File: config.mk
export PLATFORM = sky130hd
export DESIGN_NAME = mcu_instruction_exec_slice
export DESIGN_NICKNAME = d
export VERILOG_FILES = /design/src/core/exec_slice_pkg.sv /design/src/core/mcu_instruction_exec_slice.sv
export VERILOG_INCLUDE_DIRS = /design/src /design/src/core
export SDC_FILE = /design/constraint.sdc
export NUM_CORES = 2
export LEC_CHECK = 0
export BUFFER_PORTS_ARGS = -buffer_cell sky130_fd_sc_hd__buf_2
export CORE_MARGIN = 1
export CORE_UTILIZATION = 55
export DETAILED_ROUTE_END_ITERATION = 7
export MAX_ROUTING_LAYER = met4
export PLACE_DENSITY = 0.83
export SLEW_MARGIN = 0
export SYNTH_ARGS = -nofsm -noshare
export SYNTH_HDL_FRONTEND = slang
export SYNTH_SLANG_ARGS = --single-unit
export TNS_END_PERCENT = 30
File: constraint.sdc
create_clock -name ref_clk_i -period 3.4 [get_ports ref_clk_i]
set_input_delay 0.34 -clock ref_clk_i [delete_from_list [all_inputs] [get_ports ref_clk_i]]
set_output_delay 0.34 -clock ref_clk_i [all_outputs]
set_load 0.01 [all_outputs]
File: src/core/exec_slice_cfg.svh
// constants and reset values of the instruction execution slice
// Function
// - trap pushes next address, loads program counter 0x001, three cycles
// - or-immediate ORs accumulator with constant, sets zero flag, one cycle
// - or-register ORs accumulator with register; destination bit picks target
// - special-page store copies accumulator into indexed control register
// - special-page read copies indexed control register into accumulator
// - long jump loads ten-bit target into program counter, two cycles
// - long call pushes next address, loads ten-bit target, two cycles
// - push writes current stack level, then pointer advances by one
// - accumulator move writes register, flags and accumulator unchanged
// - skipped instruction is discarded and runs as one no-operation
`ifndef EXEC_SLICE_CFG_SVH
`define EXEC_SLICE_CFG_SVH

// ----------------------------------------------------------------
// vectors and reset values
// ----------------------------------------------------------------
`define TRAP_VECTOR   10'h001
`define PC_RESET      10'h000
`define ACC_RESET     8'h00

// ----------------------------------------------------------------
// cycle counts
// ----------------------------------------------------------------
`define TRAP_CYCLES   3
`define LONG_CYCLES   2

`endif

File: src/core/exec_slice_pkg.sv
// types shared by the instruction execution slice
package exec_slice_pkg;

  // decoded operation presented to the slice
  typedef enum logic [3:0] {
    nop_op                = 4'h0,
    trap_op               = 4'h1,
    or_immediate_op       = 4'h2,
    or_register_op        = 4'h3,
    special_page_store_op = 4'h4,
    special_page_read_op  = 4'h5,
    long_jump_op          = 4'h6,
    long_call_op          = 4'h7,
    acc_to_reg_move_op    = 4'h8
  } op_e;

endpackage

File: src/core/mcu_instruction_exec_slice.sv
// execution slice: or ops, special page, long jump and call, trap
`timescale 1ns/10ps
`default_nettype none
`include "exec_slice_cfg.svh"

module mcu_instruction_exec_slice
  import exec_slice_pkg::*;
#(
  parameter int STACK_DEPTH = 8,
  parameter int NUM_REGS    = 64,
  parameter int NUM_SPR     = 16
) (
  // clock and reset
  input  wire logic                  ref_clk_i,
  input  wire logic                  reset_i,
  // decoded instruction from fetch
  input  wire logic                  instr_valid_i,
  input  wire op_e                   op_i,
  input  wire logic [9:0]            imm_i,
  input  wire logic [5:0]            reg_addr_i,
  input  wire logic                  dest_i,
  input  wire logic [3:0]            spr_idx_i,
  input  wire logic                  skip_i,
  // core state
  output logic                       ready_o,
  output logic                       retired_o,
  output logic [7:0]                 accumulator_o,
  output logic                       zero_o,
  output logic [9:0]                 pc_o,
  output logic [$clog2(STACK_DEPTH)-1:0] stack_ptr_o,
  // data register write echo
  output logic                       reg_wr_o,
  output logic [5:0]                 reg_wr_addr_o,
  output logic [7:0]                 reg_wr_data_o,
  // special page control registers
  output logic [NUM_SPR*8-1:0]       special_page_control_reg_o
);

  // ----------------------------------------------------------------
  // sizes and wait counts
  // ----------------------------------------------------------------
  // stack pointer width; the depth must be a power of two so that
  // the pointer wraps exactly after the last entry
  localparam int SPW = $clog2(STACK_DEPTH);
  // wait states after the taking edge, one less than the length
  localparam logic [1:0] TRAP_WAIT = 2'(`TRAP_CYCLES - 1);
  localparam logic [1:0] LONG_WAIT = 2'(`LONG_CYCLES - 1);

  // ----------------------------------------------------------------
  // state
  // ----------------------------------------------------------------
  typedef struct packed {
    // architectural state
    logic [7:0]                  accumulator;
    logic                        zero;
    logic [9:0]                  pc;
    // return stack and storage
    logic [SPW-1:0]              sp;
    logic [STACK_DEPTH-1:0][9:0] stack;
    logic [NUM_REGS-1:0][7:0]    regs;
    logic [NUM_SPR-1:0][7:0]     spr;
    // sequencing
    logic [1:0]                  wait_cnt;
    logic                        skip_pend;
    logic                        ready;
    logic                        retired;
    // data register write echo
    logic                        reg_wr;
    logic [5:0]                  reg_wr_addr;
    logic [7:0]                  reg_wr_data;
  } state_s;

  // reset: idle and ready, all storage cleared
  localparam state_s STATE_RESET = '{
    accumulator: `ACC_RESET,
    pc:          `PC_RESET,
    ready:       1'b1,
    default:     '0
  };

  // ----------------------------------------------------------------
  // registers and shared datapath
  // ----------------------------------------------------------------
  state_s         s_r;
  state_s         s_nxt;
  logic [7:0]     or_res;
  logic [9:0]     pc_inc;
  logic [SPW-1:0] sp_inc;

  // return address, wraps at the top of program space
  assign pc_inc = 10'(s_r.pc + 10'h001);

  // push pointer wraps at the depth, overflow overwrites the oldest
  assign sp_inc = SPW'(s_r.sp + 1'b1);

  // or source: constant for the immediate form, data register otherwise
  assign or_res = (op_i == or_immediate_op) ?
                  (s_r.accumulator | imm_i[7:0]) :
                  (s_r.accumulator | s_r.regs[reg_addr_i]);

  // ----------------------------------------------------------------
  // next state
  // ----------------------------------------------------------------
  always_comb begin
    // state holds by default, the pulses drop after one cycle
    s_nxt         = s_r;
    s_nxt.retired = 1'b0;
    s_nxt.reg_wr  = 1'b0;

    // skip request latched, a new request wins over consumption
    if (skip_i) begin
      s_nxt.skip_pend = 1'b1;
    end

    // multi-cycle op in flight: requests are refused until it ends
    if (s_r.wait_cnt != 2'h0) begin
      s_nxt.wait_cnt = s_r.wait_cnt - 2'h1;
    end else if (instr_valid_i) begin
      s_nxt.retired = 1'b1;
      s_nxt.pc      = pc_inc;
      if (s_r.skip_pend) begin
        // fetched instruction discarded, behaves as nop
        s_nxt.skip_pend = skip_i;
      end else begin
        case (op_i)
          // software trap: push return address, enter the trap vector
          trap_op: begin
            s_nxt.stack[s_r.sp] = pc_inc;
            s_nxt.sp            = sp_inc;
            s_nxt.pc            = `TRAP_VECTOR;
            s_nxt.wait_cnt      = TRAP_WAIT;
          end

          // or with the constant, result always to the accumulator
          or_immediate_op: begin
            s_nxt.accumulator = or_res;
            s_nxt.zero        = (or_res == 8'h00);
          end

          // or with a data register, destination bit picks the target
          or_register_op: begin
            s_nxt.zero = (or_res == 8'h00);
            if (dest_i) begin
              s_nxt.regs[reg_addr_i] = or_res;
              s_nxt.reg_wr           = 1'b1;
              s_nxt.reg_wr_addr      = reg_addr_i;
              s_nxt.reg_wr_data      = or_res;
            end else begin
              s_nxt.accumulator = or_res;
            end
          end

          // special page store, flags untouched
          special_page_store_op: begin
            s_nxt.spr[spr_idx_i] = s_r.accumulator;
          end

          // special page read, source register kept, flags untouched
          special_page_read_op: begin
            s_nxt.accumulator = s_r.spr[spr_idx_i];
          end

          // long jump: stack and flags untouched
          long_jump_op: begin
            s_nxt.pc       = imm_i;
            s_nxt.wait_cnt = LONG_WAIT;
          end

          // long call: push return address, then load the target
          long_call_op: begin
            s_nxt.stack[s_r.sp] = pc_inc;
            s_nxt.sp            = sp_inc;
            s_nxt.pc            = imm_i;
            s_nxt.wait_cnt      = LONG_WAIT;
          end

          // accumulator copied into a data register, flags untouched
          acc_to_reg_move_op: begin
            s_nxt.regs[reg_addr_i] = s_r.accumulator;
            s_nxt.reg_wr           = 1'b1;
            s_nxt.reg_wr_addr      = reg_addr_i;
            s_nxt.reg_wr_data      = s_r.accumulator;
          end

          // nop and unused codes only advance the program counter
          default: begin
            s_nxt.pc = pc_inc; // unknown codes act as nop
          end
        endcase
      end
    end

    // ready again once the last wait state has passed
    s_nxt.ready = (s_nxt.wait_cnt == 2'h0);
  end

  // ----------------------------------------------------------------
  // state register
  // ----------------------------------------------------------------
  always_ff @(posedge ref_clk_i) begin
    if (reset_i) begin
      s_r <= STATE_RESET;
    end else begin
      s_r <= s_nxt;
    end
  end

  // ----------------------------------------------------------------
  // outputs
  // ----------------------------------------------------------------
  // outputs taken straight from the state register
  assign ready_o                    = s_r.ready;
  assign retired_o                  = s_r.retired;
  assign accumulator_o              = s_r.accumulator;
  assign zero_o                     = s_r.zero;
  assign pc_o                       = s_r.pc;
  assign stack_ptr_o                = s_r.sp;
  assign reg_wr_o                   = s_r.reg_wr;
  assign reg_wr_addr_o              = s_r.reg_wr_addr;
  assign reg_wr_data_o              = s_r.reg_wr_data;

  // control registers flattened, entry k on bits 8k+7 down to 8k
  for (genvar k = 0; k < NUM_SPR; k++) begin : g_spr_out
    assign special_page_control_reg_o[k*8 +: 8] = s_r.spr[k];
  end

endmodule
`default_nettype wire

==> out/results.ini <==
[yosys]
synth_adder_area_share_pct=0.0784
syn_nets=3915
synth_mux_area_share_pct=11.2
synth-main-ff-cell=dfxtp_1
netlist_area_um2=31900
yosysTopAreaCell=dfxtp_1
synthTopCellsByArea=dfxtp_1 (43%), nand2_1 (11%), a21oi_1 (8.4%)
yosysSeqAreaShare_pct=42.8
yosys.area_share.xor_xnor_pct=0.165
synth-simple-area-share_pct=21.3
ys_seq_elements=682
synth_edf_count=0
async_flop_share_pct=0
syn_avg_cell_area_um2=8.21
yosysUniqueCellTypes=86
synth_compound_area_share_pct=16.5
netlist.area_leader.share_pct=42.8
synth_top_family_by_area=simple AND/OR/NAND/NOR gates
yosys_warnings=0
netlist_instances=3884

[floorplan]
die_x_um=243
fp-row-count=87
coreArea_um2=56800
io_pins=196
die_y_um=243
die_area_um2=59000
initial_core_util_pct=56.2

[pwr]
power_density_nw_per_um2=497
p_leak_nw=12.9
power.total_mw=17.9
vdd_drop_max_mv=0.398

[final_layout]
postLayoutCoreUtil_pct=63.3
fin_area_um2=36000
syn2layout_area_growth_pct=12.7
drive_gt1_share_pct=17.0
fillCellCount=4649
layout.nets=3950
final_cell_mix=nand2_1 (897), dfxtp_1 (682), a21oi_1 (535), nor2_1 (385), buf_2 (191)
layout_commonest_cell=nand2_1

[detailed_routing]
wire_per_inst_um=25.2
antenna_left=0
viasPerCell=6.60
via_count=31216
drt_iter0_drc=4588
drc=11
drt_pass1_iterations=8
postRouteWirelength_um=119000

[clocking]
cts_max_path_buffers=3
numClockSinks=682
clock_tree.htree_level_count=3
cts_tree=done
clk_latency_ns=0.64
postCtsSetupBuffers=0
cts_buffers=71
clkTransAtPathRegs_ns=0.06
root_buffer=clkbuf_16
cts_resized=0

[sta]
setup_viol_count_final=0
rsz0062_at_grt=false
worstMarginPinSlew_ns=0.997
worst_hold_slack_ns=0.0221
slew_headroom_pct=33.5
fin_crit_sh_pct=93.8
finClkSkew_ns=0.0261
final_hold_viol_count=0
fmax_ghz=0.314
fin_ws_ns=0.211
slew_violations=0
period_minus_slack_ns=3.19

[global_routing]
met3_usage_pct=9.13
grt_use_met2_pct=60.6
grt_use_total_pct=40.4
antenna_found_initial=2
grt_pass1_wl_um=179000
grt_pass1_vias=29152
top_usage_layer=met2
met1_usage_pct=50.0
grt-ovfl-total=0
grt_max_degree=105

[worst_hold_path]
hold_path_depth=3
hold_start=imm_i[9]
hold_class=in -> reg
min_to=pc_o[9]

[setup_path]
ff2ff_setup_slack_ns=0.21
ff2ff_path_depth=9
arrival_ns=3.74
critPathRequiredTime_ns=3.95
crit_path_end_kind=flip-flop
rr_startpoint=s_r[18]
worstSetupStartpointType=flip-flop
cp_max_fo=19
worstSetupPathType=reg -> reg

[flow_run]
cap_viol_max_count=0

[place]
placed_area_um2=33500
place.gp.congestion=1.07
dp_hpwl_um=79000
place_ws_ns=-0.0366
port-buffer-count=195

[run_status]
violations=DRC
status=complete, but fails checks

==> cells by family (layout without fill, tap and decap cells) <==
logic type | count (synthesis) | count (layout)
mux | 253 | 253
other cells | 0 | 3
compound gates | 867 | 867
xor+xnor | 6 | 6
buf+inv | 455 | 541
flops | 682 | 682
simple gates | 1619 | 1619
fa+ha+maj | 2 | 2
==> report_power, final <==
part | total, mW | leakage [nW] | switching (mW) | internal (mW)
registers | 8.03 | 5.49 | 0.0205 | 8.00
logic | 1.54 | 6.15 | 1.10 | 0.437
clock network | 8.30 | 1.21 | 3.35 | 4.95
==> synthesized netlist by cell type, types with 73 or more instances <==
library cell	number
nand3_1	88
buf_2	73
a21oi_1	535
mux2i_1	129
mux4_2	76
nor2_1	386
buf_4	171
nand2_1	897
nor3_1	87
dfxtp_1	682
clkbuf_1	173
==> timing repair <==
| item | 4_1_cts | 5_1_grt |
|---|---|---|
| setup endpoints to repair | 0 | 0 |
| endpoints found under the hold margin | 1 | 0 |
| hold buffers | 1 | 0 |
==> layer usage <==
metal  share of wire [%]  vias to the layer above
met5                   0                        -
met4                 6.9                        0
met3                  13                      569
met2                  44                     2499
met1                  36                    14723
li1                    -                    13425
==> worst max path at each step <==
| stage | from | endpoint | slack (ns) | cells after the start |
|---|---|---|---|---|
| finish | s_r[18] | flip-flop | 0.21 | 9 |
| global route | s_r[18] | flip-flop | 0.007 | 10 |
| CTS | s_r[18] | flip-flop | 0.30 | 9 |
| detailed placement | reg_addr_i[0] | zero_o | -0.04 | 12 |
| global placement | reg_addr_i[1] | flip-flop | -0.04 | 13 |
| floorplan | reg_addr_i[0] | zero_o | 0.73 | 11 |
==> worst max-delay path: stages (launching register included) <==
cell	delay [ns]
dfxtp_1	0.32
nor2_1	0.12
and2_1	0.43
nand2b_1	0.28
nor2_1	0.23
buf_4	0.35
nand2_1	0.31
nor2_1	0.62
o211ai_1	0.24
a21oi_1	0.18
==> cell type report <==
class,instances,area (um2),share of cell area [%]
well taps,756,946,2.63
flip-flops and latches,682,13700,38.0
repair buffers,408,3020,8.41
inverters,9,33.8,0.0940
clock buffers,104,2170,6.02
clock inverters,20,294,0.818
diodes,3,7.51,0.0209
multi-input cells,2747,15800,44.0
==> metrics by stage <==
step / TNS [ns] / cells
floorplan: 0 / 3884
global placement: -1.36 / 4601
detailed placement: -0.0366 / 4601
CTS: 0 / 4726
global route: 0 / 4728
finish: 0 / 4729
Power figures use the tool's default switching activity.
